===== src/led_strap_defines.svh =====
// Function
// - drive port 4-7 indicator outputs active low once indicator support enabled
// - port 3 indicator shares gang strap pin, driven only when support enabled
// - sample port 3 pin at reset release when gang strap enabled
// - gang strap 0: per-port switching and sensing, port 3 active high
// - gang strap 1: ganged switching and sensing, port 3 active low
// - sample port 1/2 pins at reset release into drive current field
// - upper boost bit sets port 2 polarity: 1 active low, 0 high
// - lower boost bit sets port 1 polarity: 1 active low, 0 high
`ifndef LED_STRAP_DEFINES_SVH
`define LED_STRAP_DEFINES_SVH
`define UP_BOOST_OFFSET 8'hF6
`define DN_BOOST_OFFSET 8'hF8
`define BOOST_FIELD_LSB 0
`define BOOST_FIELD_W 2
`define BOOST_RESET 2'h0
`define GANG_RESET 1'h1
`endif


===== src/led_strap_pkg.sv =====
package led_strap_pkg;
    typedef logic [1:0] drive_current_t;
    typedef enum logic [2:0] {
        ST_RESET  = 3'h1,
        ST_SAMPLE = 3'h2,
        ST_RUN    = 3'h4
    } strap_state_t;
endpackage


===== src/pin_sync_if.sv =====
`timescale 1ns/1ns
`default_nettype none
interface pin_sync_if #(parameter int W = 3);
    logic [W-1:0] raw;
    logic [W-1:0] synced;
    modport sync (input raw, output synced);
    modport user (output raw, input synced);
endinterface
`default_nettype wire


===== src/led_strap_polarity_logic.sv =====
`timescale 1ns/1ns
`default_nettype none
`include "led_strap_defines.svh"
module led_strap_polarity_logic (
    // clock and reset
    input wire logic sys_clk_in,
    input wire logic reset_n_in,
    // configuration
    input wire logic ind_enable_in,
    input wire logic gang_strap_en_in,
    input wire logic boost_strap_en_in,
    // register access at f6h / f8h
    input wire logic reg_wr_in,
    input wire logic [7:0] reg_addr_in,
    input wire logic [7:0] reg_wdata_in,
    output logic [7:0] reg_rdata_out,
    // per-port indicator requests, active high
    input wire logic [7:1] ind_req_in,
    // strap pin inputs: bit0 port1, bit1 port2, bit2 port3
    input wire logic [2:0] strap_pin_in,
    // indicator pins
    output logic [3:0] enhanced_ind_upper_ports_n_out,
    output logic enhanced_ind_port3_n_out,
    output logic [1:0] enhanced_ind_lower_ports_n_out,
    output logic [2:0] strap_pin_oe_n_out,
    // strap results
    output logic gang_mode_out,
    output logic [1:0] drive_current_field_out,
    output logic [7:0] up_boost_out,
    output logic [7:0] dn_boost_out
);
    // strap sequencer state
    led_strap_pkg::strap_state_t st_q;
    led_strap_pkg::strap_state_t st_d;

    // latched strap results and the two boost registers
    logic gang_q;
    logic gang_d;
    logic [7:0] up_q;
    logic [7:0] up_d;
    logic [7:0] dn_q;
    logic [7:0] dn_d;

    // registered pin drive, so every output comes from a flop
    logic [3:0] upper_q;
    logic [3:0] upper_d;
    logic port3_q;
    logic port3_d;
    logic [1:0] lower_q;
    logic [1:0] lower_d;
    logic [2:0] oe_n_q;
    logic [2:0] oe_n_d;

    // registered read data
    logic [7:0] rdata_q;
    logic [7:0] rdata_d;

    // strap pin levels after the two-stage synchroniser
    logic [2:0] pins_s;

    // polarity of a lit output: strap 1 drives low when lit, 0 drives high
    function automatic logic drive(input logic pol_low, input logic on);
        drive = pol_low ? ~on : on;
    endfunction

    // register select; shared by the write strobes and the read mux
    function automatic logic hit(input logic [7:0] addr, input logic [7:0] offset);
        hit = (addr == offset);
    endfunction

    // sequencer decode
    wire sample = (st_q == led_strap_pkg::ST_SAMPLE);
    wire run = (st_q == led_strap_pkg::ST_RUN);

    // register decode
    wire sel_up = hit(reg_addr_in, `UP_BOOST_OFFSET);
    wire sel_dn = hit(reg_addr_in, `DN_BOOST_OFFSET);

    // writes land only in run, so a strap sample can never race a write
    wire wr_up = run && reg_wr_in && sel_up;
    wire wr_dn = run && reg_wr_in && sel_dn;

    // strap capture strobes, one cycle wide in the sample state
    wire take_gang = sample && gang_strap_en_in;
    wire take_boost = sample && boost_strap_en_in;

    // live polarity bits: software writes to the field move port 1/2 polarity
    wire [1:0] boost_cur = up_q[`BOOST_FIELD_LSB +: `BOOST_FIELD_W];

    // lit requests gated by indicator support; unlit level when disabled
    wire [3:0] lit_upper = ind_req_in[7:4] & {4{ind_enable_in}};
    wire lit_port3 = ind_req_in[3] & ind_enable_in;
    wire [1:0] lit_lower = ind_req_in[2:1] & {2{ind_enable_in}};

    // strap pins cross from the board, so they pass two flops first
    pin_sync_if #(.W(3)) sif ();
    assign sif.raw = strap_pin_in;
    assign pins_s = sif.synced;
    pin_sync #(.W(3)) u_sync (
        .sys_clk_in(sys_clk_in),
        .bus(sif)
    );

    // reset -> one sample cycle -> run forever; sync stages fill during reset
    always_comb begin
        case (st_q)
            led_strap_pkg::ST_RESET: st_d = led_strap_pkg::ST_SAMPLE;
            led_strap_pkg::ST_SAMPLE: st_d = led_strap_pkg::ST_RUN;
            led_strap_pkg::ST_RUN: st_d = led_strap_pkg::ST_RUN;
            default: st_d = led_strap_pkg::ST_RESET;
        endcase
    end

    // gang strap is latched once; its reset level means ganged when disabled
    assign gang_d = take_gang ? pins_s[2] : gang_q;

    // boost strap fills bits 1:0 of both registers, upper bits are kept
    assign up_d = take_boost ? {up_q[7:2], pins_s[1:0]} :
                  wr_up ? reg_wdata_in : up_q;
    assign dn_d = take_boost ? {dn_q[7:2], pins_s[1:0]} :
                  wr_dn ? reg_wdata_in : dn_q;

    // pins stay inputs until the straps are latched, so the board's pulls
    // are what gets sampled; driving earlier would read back our own level
    assign oe_n_d = (run && ind_enable_in) ? 3'h0 : 3'h7;

    // ports 4-7 have no strap, so they are always active low
    assign upper_d = ~lit_upper;

    // port 3 polarity follows the latched gang strap
    assign port3_d = drive(gang_q, lit_port3);

    // ports 1 and 2 each follow their own boost bit
    genvar g;
    generate
        for (g = 0; g < 2; g = g + 1) begin : g_lower
            assign lower_d[g] = drive(boost_cur[g], lit_lower[g]);
        end
    endgenerate

    // unmapped reads return zero
    assign rdata_d = sel_up ? up_q : (sel_dn ? dn_q : 8'h00);

    // sequencer register
    always_ff @(posedge sys_clk_in) begin
        if (!reset_n_in) begin
            st_q <= led_strap_pkg::ST_RESET;
        end else begin
            st_q <= st_d;
        end
    end

    // strap results and boost registers; the board must hold pins through reset
    always_ff @(posedge sys_clk_in) begin
        if (!reset_n_in) begin
            gang_q <= `GANG_RESET;
            up_q <= {6'h00, `BOOST_RESET};
            dn_q <= {6'h00, `BOOST_RESET};
        end else begin
            gang_q <= gang_d;
            up_q <= up_d;
            dn_q <= dn_d;
        end
    end

    // pin drive; every indicator rests high while in reset
    always_ff @(posedge sys_clk_in) begin
        if (!reset_n_in) begin
            oe_n_q <= 3'h7;
            upper_q <= 4'hF;
            port3_q <= 1'h1;
            lower_q <= 2'h3;
        end else begin
            oe_n_q <= oe_n_d;
            upper_q <= upper_d;
            port3_q <= port3_d;
            lower_q <= lower_d;
        end
    end

    // read data lags the address by one cycle
    always_ff @(posedge sys_clk_in) begin
        if (!reset_n_in) begin
            rdata_q <= 8'h00;
        end else begin
            rdata_q <= rdata_d;
        end
    end

    // outputs straight from the flops

    assign enhanced_ind_upper_ports_n_out = upper_q;
    assign enhanced_ind_port3_n_out = port3_q;
    assign enhanced_ind_lower_ports_n_out = lower_q;
    assign strap_pin_oe_n_out = oe_n_q;
    assign gang_mode_out = gang_q;
    assign drive_current_field_out = up_q[1:0];
    assign up_boost_out = up_q;
    assign dn_boost_out = dn_q;
    assign reg_rdata_out = rdata_q;
endmodule
`default_nettype wire


===== src/pin_sync.sv =====
`timescale 1ns/1ns
`default_nettype none
module pin_sync #(
    parameter int W = 3
) (
    input wire logic sys_clk_in,
    pin_sync_if.sync bus
);
    logic [W-1:0] meta_q;
    logic [W-1:0] sync_q;
    // two stages; only the second is visible outside
    always_ff @(posedge sys_clk_in) begin
        meta_q <= bus.raw;
        sync_q <= meta_q;
    end
    assign bus.synced = sync_q;
endmodule
`default_nettype wire


===== config.mk =====
export PLATFORM = sky130hd
export DESIGN_NAME = led_strap_polarity_logic
export DESIGN_NICKNAME = d
export VERILOG_FILES = /design/src/led_strap_pkg.sv /design/src/pin_sync_if.sv /design/src/led_strap_polarity_logic.sv /design/src/pin_sync.sv
export VERILOG_INCLUDE_DIRS = /design/src
export SDC_FILE = /design/constraint.sdc
export NUM_CORES = 1
export LEC_CHECK = 0
export BUFFER_PORTS_ARGS = -buffer_cell sky130_fd_sc_hd__buf_2
export CELL_PAD_IN_SITES_DETAIL_PLACEMENT = 1
export CELL_PAD_IN_SITES_GLOBAL_PLACEMENT = 1
export CORE_ASPECT_RATIO = 2
export CORE_MARGIN = 8
export CORE_UTILIZATION = 31
export CTS_CLUSTER_DIAMETER = 50
export DETAILED_ROUTE_END_ITERATION = 12
export PLACE_DENSITY = 0.75
export SYNTH_ARGS = -nofsm -noshare
export SYNTH_HDL_FRONTEND = slang
export SYNTH_SLANG_ARGS = --single-unit

===== constraint.sdc =====
create_clock -name sys_clk_in -period 1.22 [get_ports sys_clk_in]
set_input_delay 0.061 -clock sys_clk_in [delete_from_list [all_inputs] [get_ports sys_clk_in]]
set_output_delay 0.061 -clock sys_clk_in [all_outputs]
set_load 0.01 [all_outputs]

==> results.md <==
* Fin nets at 266
* Rows at 36
* CTS tree: built
* Max Clock Skew at between 3 and 4 ps
* Failing checks: setup timing
* DR iter-0 viols at 12
* Avg Vias per Cell at ~4.7
* Total power at ~2800 uW
* Period utilization at 1.21
* Synthesized flop and latch total at 42
* Antenna cells at 0
* Vias at 1381
* RSZ-0062 raised after global routing: true
* Post-layout util at 0.488
* Leading post-synthesis cells by cell area: dfxtp_1 (55%), mux2i_1 (8.4%), nor2b_1 (4.9%), a22oi_1 (3.9%), nor2_1 (2.9%)
* Critical Path AT at 1660 ps
* Hpwl dp at between 3 and 4 mm
* GRT Resource Usage Total at 0.133
* Crit. End Element: flop
* Worst-Margin Slew at 343 ps
* Fin crit period at ~1500 ps
* Max FO, Critical Path at 3
* Critical path class: flop to flop
* DRC viols at 0
* Fin. Hold Viols at 0
* First-pass GRT wire length at 7.71 mm
* Synth cell types at 29
* Yosys warns at 0
* Wire per inst at 16.8 um
* Clk_lat worst skew at around 300 ps
* Crit path cell chain: nand4bb_4 -> nor4b_4 -> buf_4 -> mux2i_2 -> nor2b_1
* Die Width at roughly 66 um
* Setup-failing EPs final at 17
* Slowest-stage cell, CP: dfxtp_2
* CTS Buf Count at 5
* CTS root buf: clkbuf_8
* Worst Path Required at between 1000 and 1500 ps
* Maximum clock frequency at between 600 and 700 MHz
* Gpl congestion at about 0.77
* Share of layout cells above drive strength 1 at 0.523
* Worst min path class: primary input to flop
* Worst slack, placed at -199 ps
* Vias in the first global route at 1604
* Slowest stage delay, CP at 330 ps
* Lkg Pwr at about 0.001 uW
* Clk sinks at 42
* PD cells at around 1200 nW/um2
* H-tree Lvls at 2
* Sequential share of the synthesized area at 0.545
* DIE AREA at ~7600 um2
* Total core area at slightly below 5000 um2
* Largest net degree at the start of global routing at 18
* CP Launch Type: flop
* Cell Area, Synth at 1540 um2
* Area share of the largest cell type after synthesis at 0.545
* Syn nets at 170
* Post-route ant nets at 0
* Clock slew at reported path FFs at 80 ps
* Max cap viols at 0
* Status: finished with violations
* Initial core utilization at 0.320
* Drt pass-1 iters at 3
* Slew Limit Fails at 0
* Syn_area_per_cell at ~11 um2
* Headroom to the max-slew limit at 0.771
* Fin worst setup slack at -251 ps
* I/O Buffers at 68
* IO Pins at between 60 and 70
* Total wire length at about 4.9 mm
* Depth of the worst register-to-register path at 5
* Worst vdd ir at 0.000973 V
* Total congestion overflow at 0
* Area growth syn-to-layout at 52.6%
* Die Ht at 116 um
* Synthesized instance count at ~140
* Clock Tree Buf Depth at 2
* Initial antenna violation count at 0
* Area leader, netlist: dfxtp_1
* Hold depth at 3
[power by group]
| group | total, uW | internal, uW | switching, uW |
|---|---|---|---|
| Clock | 950 | 455 | 495 |
| Combinational | 430 | 244 | 186 |
| Sequential | 1460 | 1430 | 37.4 |
[worst paths after layout]
kind / start / endpoint / slack, ps
min: reg_wdata_in[2] / up_boost_out[2] / 50
min reg2reg: u_sync.meta_q[2] / u_sync.bus.synced[2] / 330
max: st_q[0] / dn_boost_out[3] / -250
max reg2reg: st_q[0] / dn_boost_out[3] / -250
[cells in the mapped netlist (all sizes together)]
cell,number
nor3b,3
and3b,1
nand4bb,1
nor2b,12
dfxtp,42
and3,3
nor4,1
inv,1
a211oi,4
nor4b,1
nand3b,1
a21oi,3
nand2,7
nor4bb,3
nor3,4
a22oi,8
o21ai,5
and2,1
mux2i,13
nor2,12
xnor2,1
nand4,1
buf,5
clkbuf,5
[layer usage]
metal | wire [um] | part of all wire | track usage | vias up
met5 | 0 | 0 | 0 | -
met4 | 105 | 0.021 | 0.0616 | 0
met3 | 378 | 0.077 | 0.0532 | 7
met2 | 2810 | 0.57 | 0.255 | 48
met1 | 1620 | 0.33 | 0.111 | 656
li1 | - | - | - | 670
[placed cells by master, fill, tap and decap left out, types with 2 or more instances in the layout]
| master | Yosys | routed |
|---|---|---|
| dlygate4sd3_1 | 0 | 7 |
| nor3_2 | 0 | 2 |
| a21oi_1 | 3 | 3 |
| a211oi_2 | 2 | 4 |
| buf_2 | 0 | 68 |
| o21ai_0 | 3 | 3 |
| buf_6 | 1 | 5 |
| mux2i_1 | 13 | 12 |
| clkbuf_8 | 0 | 6 |
| dfxtp_1 | 42 | 40 |
| nor2_1 | 12 | 12 |
| nor2b_1 | 12 | 12 |
| buf_4 | 4 | 19 |
| nor3_4 | 0 | 2 |
| and3_1 | 3 | 3 |
| nand2_1 | 7 | 7 |
| a22oi_1 | 8 | 8 |
| nor4bb_2 | 0 | 2 |
[timing repair]
item / CTS / global route
resized for setup: 10 / 12
pin swaps: 2 / 6
buffers inserted: 5 / 5
hold buffers: 7 / 0
endpoints found under the setup margin: 17 / 18
gates cloned: 0 / 0
hold endpoints to repair: 7 / 0
[final cells by class]
| class | count | area (um2) |
|---|---|---|
| Clock inverter | 2 | 12.5 |
| Fill cell | 549 | 2470 |
| Timing Repair Buffer | 99 | 609 |
| Tap cell | 57 | 71.3 |
| Multi-Input combinational cell | 85 | 728 |
| Inverter | 1 | 3.75 |
| Clock buffer | 6 | 82.6 |
| Sequential cell | 42 | 846 |
[logic make-up (layout without fill, tap and decap cells)]
kind of cell | after synthesis | in the layout | share of synthesized area
simple gates | 51 | 51 | 0.228
mux | 13 | 13 | 0.0843
compound gates | 20 | 20 | 0.0908
buf+inv | 11 | 108 | 0.0462
xor+xnor | 1 | 1 | 0.00568
flops | 42 | 42 | 0.545
[registers in the layout (all words and copies together), names as in the netlist]
| signal | flops |
|---|---|
| u_sync.meta_q | 3 |
| dn_boost_out | 8 |
| reg_rdata_out | 8 |
| up_boost_out | 8 |
| st_q | 3 |
| enhanced_ind_lower_ports_n_out | 2 |
| enhanced_ind_upper_ports_n_out | 4 |
| enhanced_ind_port3_n_out | 1 |
| u_sync.bus.synced | 3 |
| strap_pin_oe_n_out | 1 |
| gang_mode_out | 1 |
[worst max-delay path: cells and delay by family, from the launching register on]
| family | cells | cell delay (ps) |
|---|---|---|
| buffers and inverters | 1 | 200 |
| DFF | 1 | 330 |
| muxes | 1 | 220 |
| and+or+nand+nor | 3 | 610 |
[stage by stage]
step | cells | setup TNS [ps] | cell area (um2) | hold slack, ps
floorplan | 138 | -1140 | 1560 | 88.7
global placement | 268 | -2010 | 2020 | 164
detailed placement | 268 | -2900 | 2020 | 165
CTS | 288 | -3480 | 2270 | 39.6
global route | 292 | -4860 | 2350 | 49.8
finish | 292 | -3260 | 2350 | 49.3
Note: power is estimated with default switching activity, not from simulation.
